===== src/backup_gate_cfg.svh =====
/*
  Constants for the backup-mode bus gating block.
  Assumes inclusion by bare name; definitions only.
*/
`ifndef BACKUP_GATE_CFG_SVH
`define BACKUP_GATE_CFG_SVH
`define SWITCHOVER_SELECT_RST 1'h0
`define BACKUP_BUS_DISABLE_RST 1'h0
`define TRIP_THRESHOLD_MV 2200
`define SETTLE_TIME_NS 100
`define CLK_PERIOD_NS 25
`define SETTLE_CYCLES ((`SETTLE_TIME_NS + `CLK_PERIOD_NS - 1) / `CLK_PERIOD_NS)
`endif


===== src/backup_gate_pkg.sv =====
/*
  Types for the backup-mode bus gating block.
  Assumes no other package.
*/
package backup_gate_pkg;
  typedef enum logic [1:0] {
    MODE_STD_BUS,
    MODE_LEGACY_BUS,
    MODE_STD_NOBUS,
    MODE_LEGACY_NOBUS
  } backup_mode_t;
  typedef enum {
    SUPPLY_MAIN,
    SUPPLY_BACKUP
  } supply_state_t;
endpackage : backup_gate_pkg


===== src/supply_switch_filter.sv =====
/*
  Qualifies a raw switchover condition: it must hold a fixed number
  of cycles before the filtered flag follows it.
  Assumes the condition is synchronous to clk_sys.
*/
`timescale 1ns/100ps
module supply_switch_filter #(
  parameter int SETTLE = 4
) (
  input  wire logic clk_sys,
  input  wire logic rst_n,
  input  wire logic raw_cond,
  output logic      filtered
);
  localparam int CW = $clog2(SETTLE + 1);
  logic [CW-1:0] count;

  // Comparator chatter near the threshold must not toggle the bus gate
  always_ff @(posedge clk_sys) begin
    if (!rst_n) begin
      count    <= '0;
      filtered <= 1'b0;
    end else if (raw_cond == filtered) begin
      count <= '0;
    end else if (count == CW'(SETTLE - 1)) begin
      count    <= '0;
      filtered <= raw_cond;
    end else begin
      count <= count + CW'(1);
    end
  end
endmodule : supply_switch_filter


===== src/backup_mode_bus_gating.sv =====
/*
  Battery switchover decision and serial bus gating in backup.
  Assumes supply comparisons arrive as synchronous digital flags and
  the two mode bits are held stable by the configuration logic.
  The bus engine outside raises sda_ack_req whenever it wants the line
  low; this block only decides whether that request reaches the pin.
  Limitation: no memory access path is modelled in backup in any mode.
*/
`timescale 1ns/100ps
`include "backup_gate_cfg.svh"

// Function
// - Mode 00: standard switchover, bus stays alive
// - Standard: backup below lower of threshold, battery
// - Legacy: backup only when supply below battery
// - Disable bit: bus off in backup
// - Alarm output works in every mode
// - Legacy with bus matches predecessor behaviour
// - Power-up default is standard switchover
module backup_mode_bus_gating #(
  parameter int SETTLE = `SETTLE_CYCLES
) (
  input  wire logic clk_sys,
  input  wire logic rst_n,
  input  wire logic switchover_select_in,
  input  wire logic backup_bus_disable_in,
  input  wire logic cfg_load,
  input  wire logic vdd_below_trip,
  input  wire logic vdd_below_vbat,
  input  wire logic alarm_req,
  input  wire logic sda_in,
  input  wire logic sda_ack_req,
  output logic      switchover_select,
  output logic      backup_bus_disable,
  output logic      on_battery,
  output logic      bus_enable,
  output logic      sda_out,
  output logic      sda_oe,
  output logic      alarm_freq_out,
  output logic      alarm_freq_oe,
  output logic [1:0] mode
);
  logic                           raw_backup;
  logic                           backup_flt;
  backup_gate_pkg::backup_mode_t  next_mode;
  backup_gate_pkg::supply_state_t supply;
  backup_gate_pkg::supply_state_t next_supply;

  function automatic logic switch_cond(
    input logic legacy,
    input logic below_trip,
    input logic below_bat
  );
    // Below the lower of two levels means below both
    if (legacy) begin
      switch_cond = below_bat;
    end else begin
      switch_cond = below_trip & below_bat;
    end
  endfunction : switch_cond

  function automatic backup_gate_pkg::backup_mode_t decode_mode(
    input logic bus_off,
    input logic legacy
  );
    case ({bus_off, legacy})
      2'h0: begin
        decode_mode = backup_gate_pkg::MODE_STD_BUS;
      end
      2'h1: begin
        decode_mode = backup_gate_pkg::MODE_LEGACY_BUS;
      end
      2'h2: begin
        decode_mode = backup_gate_pkg::MODE_STD_NOBUS;
      end
      2'h3: begin
        decode_mode = backup_gate_pkg::MODE_LEGACY_NOBUS;
      end
      default: begin
        decode_mode = backup_gate_pkg::MODE_STD_BUS;
      end
    endcase
  endfunction : decode_mode

  // One place decides whether the bus is cut, so gate and pin agree
  function automatic logic gate_closed(
    input backup_gate_pkg::supply_state_t state,
    input logic                           bus_off
  );
    gate_closed = (state == backup_gate_pkg::SUPPLY_BACKUP) && bus_off;
  endfunction : gate_closed

  // Mode bits written by configuration; reset gives standard with bus
  // Bits may change in backup; the gate follows the disable bit one cycle later
  always_ff @(posedge clk_sys) begin
    if (!rst_n) begin
      switchover_select <= `SWITCHOVER_SELECT_RST;
    end else if (cfg_load) begin
      switchover_select <= switchover_select_in;
    end
  end

  always_ff @(posedge clk_sys) begin
    if (!rst_n) begin
      backup_bus_disable <= `BACKUP_BUS_DISABLE_RST;
    end else if (cfg_load) begin
      backup_bus_disable <= backup_bus_disable_in;
    end
  end

  always_comb begin
    raw_backup = switch_cond(switchover_select, vdd_below_trip, vdd_below_vbat);
  end

  // Settling keeps a slow supply ramp from flapping the gate
  supply_switch_filter #(
    .SETTLE (SETTLE)
  ) u_filter (
    .clk_sys  (clk_sys),
    .rst_n    (rst_n),
    .raw_cond (raw_backup),
    .filtered (backup_flt)
  );

  // Supply state follows the settled switchover condition
  always_comb begin
    next_supply = supply;
    case (supply)
      backup_gate_pkg::SUPPLY_MAIN: begin
        if (backup_flt) begin
          next_supply = backup_gate_pkg::SUPPLY_BACKUP;
        end
      end
      backup_gate_pkg::SUPPLY_BACKUP: begin
        if (!backup_flt) begin
          next_supply = backup_gate_pkg::SUPPLY_MAIN;
        end
      end
      default: begin
        next_supply = backup_gate_pkg::SUPPLY_MAIN;
      end
    endcase
  end

  // Power-up always starts on main supply
  always_ff @(posedge clk_sys) begin
    if (!rst_n) begin
      supply <= backup_gate_pkg::SUPPLY_MAIN;
    end else begin
      supply <= next_supply;
    end
  end

  always_comb begin
    next_mode = decode_mode(backup_bus_disable, switchover_select);
  end

  // Mode word lags the bits by one cycle; a status copy only
  always_ff @(posedge clk_sys) begin
    if (!rst_n) begin
      mode <= 2'h0;
    end else begin
      mode <= next_mode;
    end
  end

  // Status copy of the supply state, one cycle after settling
  always_ff @(posedge clk_sys) begin
    if (!rst_n) begin
      on_battery <= 1'b0;
    end else begin
      on_battery <= (next_supply == backup_gate_pkg::SUPPLY_BACKUP);
    end
  end

  // Bus gate reopens as soon as main supply returns
  always_ff @(posedge clk_sys) begin
    if (!rst_n) begin
      bus_enable <= 1'b1;
    end else begin
      bus_enable <= !gate_closed(next_supply, backup_bus_disable);
    end
  end

  always_ff @(posedge clk_sys) begin
    if (!rst_n) begin
      sda_out <= 1'b0;
    end else begin
      sda_out <= 1'b0;
    end
  end

  // Open drain: only ever pulls low, never acknowledges while gated
  always_ff @(posedge clk_sys) begin
    if (!rst_n) begin
      sda_oe <= 1'b0;
    end else begin
      sda_oe <= sda_ack_req && !gate_closed(next_supply, backup_bus_disable);
    end
  end

  always_ff @(posedge clk_sys) begin
    if (!rst_n) begin
      alarm_freq_out <= 1'b0;
    end else begin
      alarm_freq_out <= 1'b0;
    end
  end

  // Alarm path has no dependence on supply or mode
  always_ff @(posedge clk_sys) begin
    if (!rst_n) begin
      alarm_freq_oe <= 1'b0;
    end else begin
      alarm_freq_oe <= alarm_req;
    end
  end

  // Line level is observed elsewhere; kept as a port for the bus front end
  logic unused_sda;
  assign unused_sda = sda_in;
endmodule : backup_mode_bus_gating


===== config.mk =====
export PLATFORM = sky130hd
export DESIGN_NAME = backup_mode_bus_gating
export DESIGN_NICKNAME = d
export VERILOG_FILES = /design/src/backup_gate_pkg.sv /design/src/supply_switch_filter.sv /design/src/backup_mode_bus_gating.sv
export VERILOG_INCLUDE_DIRS = /design/src
export SDC_FILE = /design/constraint.sdc
export NUM_CORES = 1
export LEC_CHECK = 0
export BUFFER_PORTS_ARGS = -buffer_cell sky130_fd_sc_hd__buf_2
export CELL_PAD_IN_SITES_DETAIL_PLACEMENT = 0
export CELL_PAD_IN_SITES_GLOBAL_PLACEMENT = 1
export CORE_MARGIN = 2
export CORE_UTILIZATION = 45
export CTS_CLUSTER_SIZE = 40
export DETAILED_ROUTE_END_ITERATION = 16
export PLACE_DENSITY = 0.84
export SYNTH_ARGS = -nofsm -noshare
export SYNTH_HDL_FRONTEND = slang
export SYNTH_SLANG_ARGS = --single-unit
export TNS_END_PERCENT = 100

===== constraint.sdc =====
create_clock -name clk_sys -period 2.5 [get_ports clk_sys]
set_input_delay 0 -clock clk_sys [delete_from_list [all_inputs] [get_ports clk_sys]]
set_output_delay 0 -clock clk_sys [all_outputs]
set_load 0.02 [all_outputs]

==> impl_metrics.env <==
export IMPL_run_status="complete, no violations"
export IMPL_setup_slack_ns=0.720
export IMPL_dpl_hpwl_um=968
export IMPL_yosysTopAreaCell="dfxtp_1"
export IMPL_crit_buf_inv=2
export IMPL_portBuffers=16
export IMPL_crit_family="buffers and inverters"
export IMPL_vias=680
export IMPL_regToRegStartpoint="backup_bus_disable$_SDFFE_PN0P_"
export IMPL_nNetsFinal=155
export IMPL_reg2reg_to="backup_bus_disable$_SDFFE_PN0P_"
export IMPL_cpPeakStageDelay_ns=0.57
export IMPL_drt_iter0_markers=0
export IMPL_place_ws_ns=1.36
export IMPL_fin_crit_ns=1.78
export IMPL_track_usage_pct=11.8
export IMPL_min_path_cells=4
export IMPL_fmax_mhz=562
export IMPL_die_w_um=53.8
export IMPL_fin_tns_setup_ns=0
export IMPL_worstHoldStart="vdd_below_trip"
export IMPL_viasPerCell=3.91
export IMPL_crit_type="reg -> reg"
export IMPL_htreeDepth=2
export IMPL_coreArea_sq_um=2410
export IMPL_slowest_stage="dlygate4sd3_1"
export IMPL_cts_tree="yes"
export IMPL_syn_avg_cell_area_sq_um=14.1
export IMPL_drcViolationCount=0
export IMPL_worstHoldPathType="in -> reg"
export IMPL_fin_crit_sh_pct=71.2
export IMPL_finalWirelength_um=1470
export IMPL_drive_gt1_share_pct=17.4
export IMPL_grt_pass1_vias=565
export IMPL_holdWs_ns=0.0950
export IMPL_clock_latency_ns=0.34
export IMPL_cts_made_buffers=5
export IMPL_avgRoutedWirePerCell_um=8.44
export IMPL_grt_overflow=0
export IMPL_power_leakage_uw=0.000710
export IMPL_routed_top_layer="met4"
export IMPL_p_int_uw=981
export IMPL_p_comb_share_pct=4.4
export IMPL_clock_sinks=43
export IMPL_p_seq_share_pct=59.7
export IMPL_slew_viol_final=0
export IMPL_initial_utilization_pct=46.3
export IMPL_met3WireLength_um=137
export IMPL_dieHeight_um=53.8
export IMPL_r2r_slack_ns=0.72
export IMPL_rsz0062_at_grt="false"
export IMPL_syn_inst=79
export IMPL_min_to="u_filter.filtered$_SDFFE_PN0P_"
export IMPL_first_pass_iters=1
export IMPL_area_growth_pct=37.6
export IMPL_worstPathRequired_ns=2.78
export IMPL_ioPinCount=20
export IMPL_yosys_top_cells_area="dfxtp_1 (77%), nor4_1 (3.9%), mux2i_1 (2.7%)"
export IMPL_crit_path_cell_trace="mux2i_1 -> dlygate4sd3_1 -> nor2b_1 -> dlygate4sd3_1"
export IMPL_critPathMaxFanout=4
export IMPL_skew_ns=0.00368
export IMPL_cts_root_buffer="clkbuf_4"
export IMPL_hold_viol_final=0
export IMPL_power_switching_uw=237
export IMPL_clk_pin_slew_worst_paths_ns=0.11
export IMPL_yosysTopAreaCellShare_pct=77.2
export IMPL_dr_wl_met2_um=658
export IMPL_setup_viol=0
export IMPL_core_rowCount=18
export IMPL_clkPwrFrac_pct=35.8
export IMPL_startpoint="backup_bus_disable$_SDFFE_PN0P_"
export IMPL_worst_setup_path_end_kind="flip-flop"
export IMPL_wl_met1_um=632
export IMPL_ant_nets=0
export IMPL_die_area_sq_um=2890
export IMPL_cap_violations=0
export IMPL_ir_worst_vdd_mv=0.582
export IMPL_yosysWarnings=0
export IMPL_antennaDiodeCount=0
export IMPL_clockBufferDepth=2
export IMPL_ys_ff_latch=43
export IMPL_ys_seq_area_share_pct=77.2
export IMPL_synth_cell_types=20
export IMPL_cts_setup_buffers=0
export IMPL_cp_start_kind="flip-flop"
export IMPL_gp_congestion=0.581
export IMPL_fill_cells=184
export IMPL_worst_path_most_repeated_cell="dlygate4sd3_1"
export IMPL_antenna_found_initial=0
export IMPL_grt_pass1_wl_um=2190
export IMPL_syn_cell_area_sq_um=1110
export IMPL_grt_max_degree=14
export IMPL_rr_worst_depth=4
export IMPL_arrival_ns=2.06
export IMPL_p_sw_share_pct=19.4
export IMPL_p_per_area_nw_per_um2=794
==> repair_timing <==
action,CTS,global route
hold endpoints to repair,8,0
hold buffers,11,0
setup endpoints to repair,0,0
resized for setup,0,0
==> layer usage <==
| layer | up-vias | global-route usage (%) |
|---|---|---|
| li1 | 362 | - |
| met1 | 290 | 10.7 |
| met2 | 24 | 19.7 |
| met3 | 4 | 5.83 |
| met4 | 0 | 8.97 |
| met5 | - | 0 |
==> layout by cell type, fill, tap and decap left out, drive strengths merged <==
| cell | n |
|---|---|
| xnor2 | 1 |
| clkbuf | 6 |
| dlygate4sd3 | 11 |
| nor3 | 2 |
| nand2b | 1 |
| nor2b | 2 |
| nand2 | 1 |
| ha | 2 |
| nor3b | 1 |
| mux2i | 3 |
| buf | 16 |
| o21ai | 1 |
| and3 | 1 |
| inv | 2 |
| bufinv | 1 |
| dfxtp | 43 |
| nand3 | 1 |
| and2 | 4 |
| and4 | 2 |
| conb | 33 |
| clkinv | 1 |
| nor4 | 7 |
| a31oi | 1 |
| nor4b | 1 |
==> final cells by class <==
type                       count  area [sq um]  share of cell area (%)
sequential                    43           861                    56.1
tap                           30          37.5                    2.45
timing repair buffer          27           190                    12.4
inverter                       2          7.51                   0.489
clock buffer                   6          51.3                    3.34
clock inverter                 2          35.0                    2.28
multi-input combinational     64           352                    22.9
==> cells in the mapped netlist, drive strengths merged <==
library cell  count
nor4b             1
conb              1
nand2             1
and2              4
nand2b            1
and4              2
and3              1
a31oi             1
dfxtp            43
ha                2
nor3              2
nor2b             2
mux2i             3
xnor2             1
nand3             1
buf               2
o21ai             1
inv               2
nor3b             1
nor4              7
==> kinds of logic after synthesis <==
| kind of cell | after synthesis | share of synthesized area [%] |
|---|---|---|
| adder cells (fa/ha/maj) | 2 | 2.24 |
| buffers and inverters | 4 | 2.02 |
| XOR/XNOR | 1 | 0.786 |
| multiplexers | 3 | 2.69 |
| flip-flops | 43 | 77.2 |
| AND/OR/NAND/NOR | 23 | 13.7 |
| other | 1 | 0.336 |
| AO/OA/AOI/OAI | 2 | 1.01 |
==> metrics by stage <==
step                      instances  total power (uW)  cell area [sq um]  utilization [%]
final                           174              1220               1530             63.7
after global routing            174              1270               1530             63.7
after CTS                       174              1230               1530             63.7
after detailed placement        155               782               1340             55.5
after global placement          155               779               1340             55.5
after floorplan                 111               767               1230                -
==> flip-flops by register name, indices dropped and copies added (netlist names) <==
register	count
u_filter.count	3
u_filter.filtered	1
switchover_select	1
mode	2
bus_enable	1
alarm_freq_oe	1
supply	31
backup_bus_disable	1
sda_oe	1
on_battery	1
==> tightest hold or removal path: stages <==
cell and delay [ns]:
buf_2 0.08, o21ai_1 0.08, mux2i_1 0.12, and2_1 0.13
==> worst max path at each step <==
stage / slack (ns) / cells past startpoint / endpoint
finish: 0.72 / 4 / backup_bus_disable$_SDFFE_PN0P_
global route: 0.66 / 4 / backup_bus_disable$_SDFFE_PN0P_
CTS: 0.76 / 4 / backup_bus_disable$_SDFFE_PN0P_
detailed placement: 1.36 / 4 / u_filter.count[2]$_SDFF_PP0_
global placement: 1.41 / 4 / u_filter.count[1]$_SDFF_PP0_
floorplan: 1.44 / 4 / u_filter.count[1]$_SDFF_PP0_
==> power by group through the flow <==
stage | combinational, uW | clock [uW] | sequential (uW)
after floorplan | 19.7 | 0 | 748
after global routing | 61.3 | 480 | 731
after detailed placement | 37.9 | 0 | 744
after global placement | 37.5 | 0 | 742
final | 54.0 | 437 | 728
after CTS | 52.5 | 449 | 728
Power figures use the tool's default switching activity.
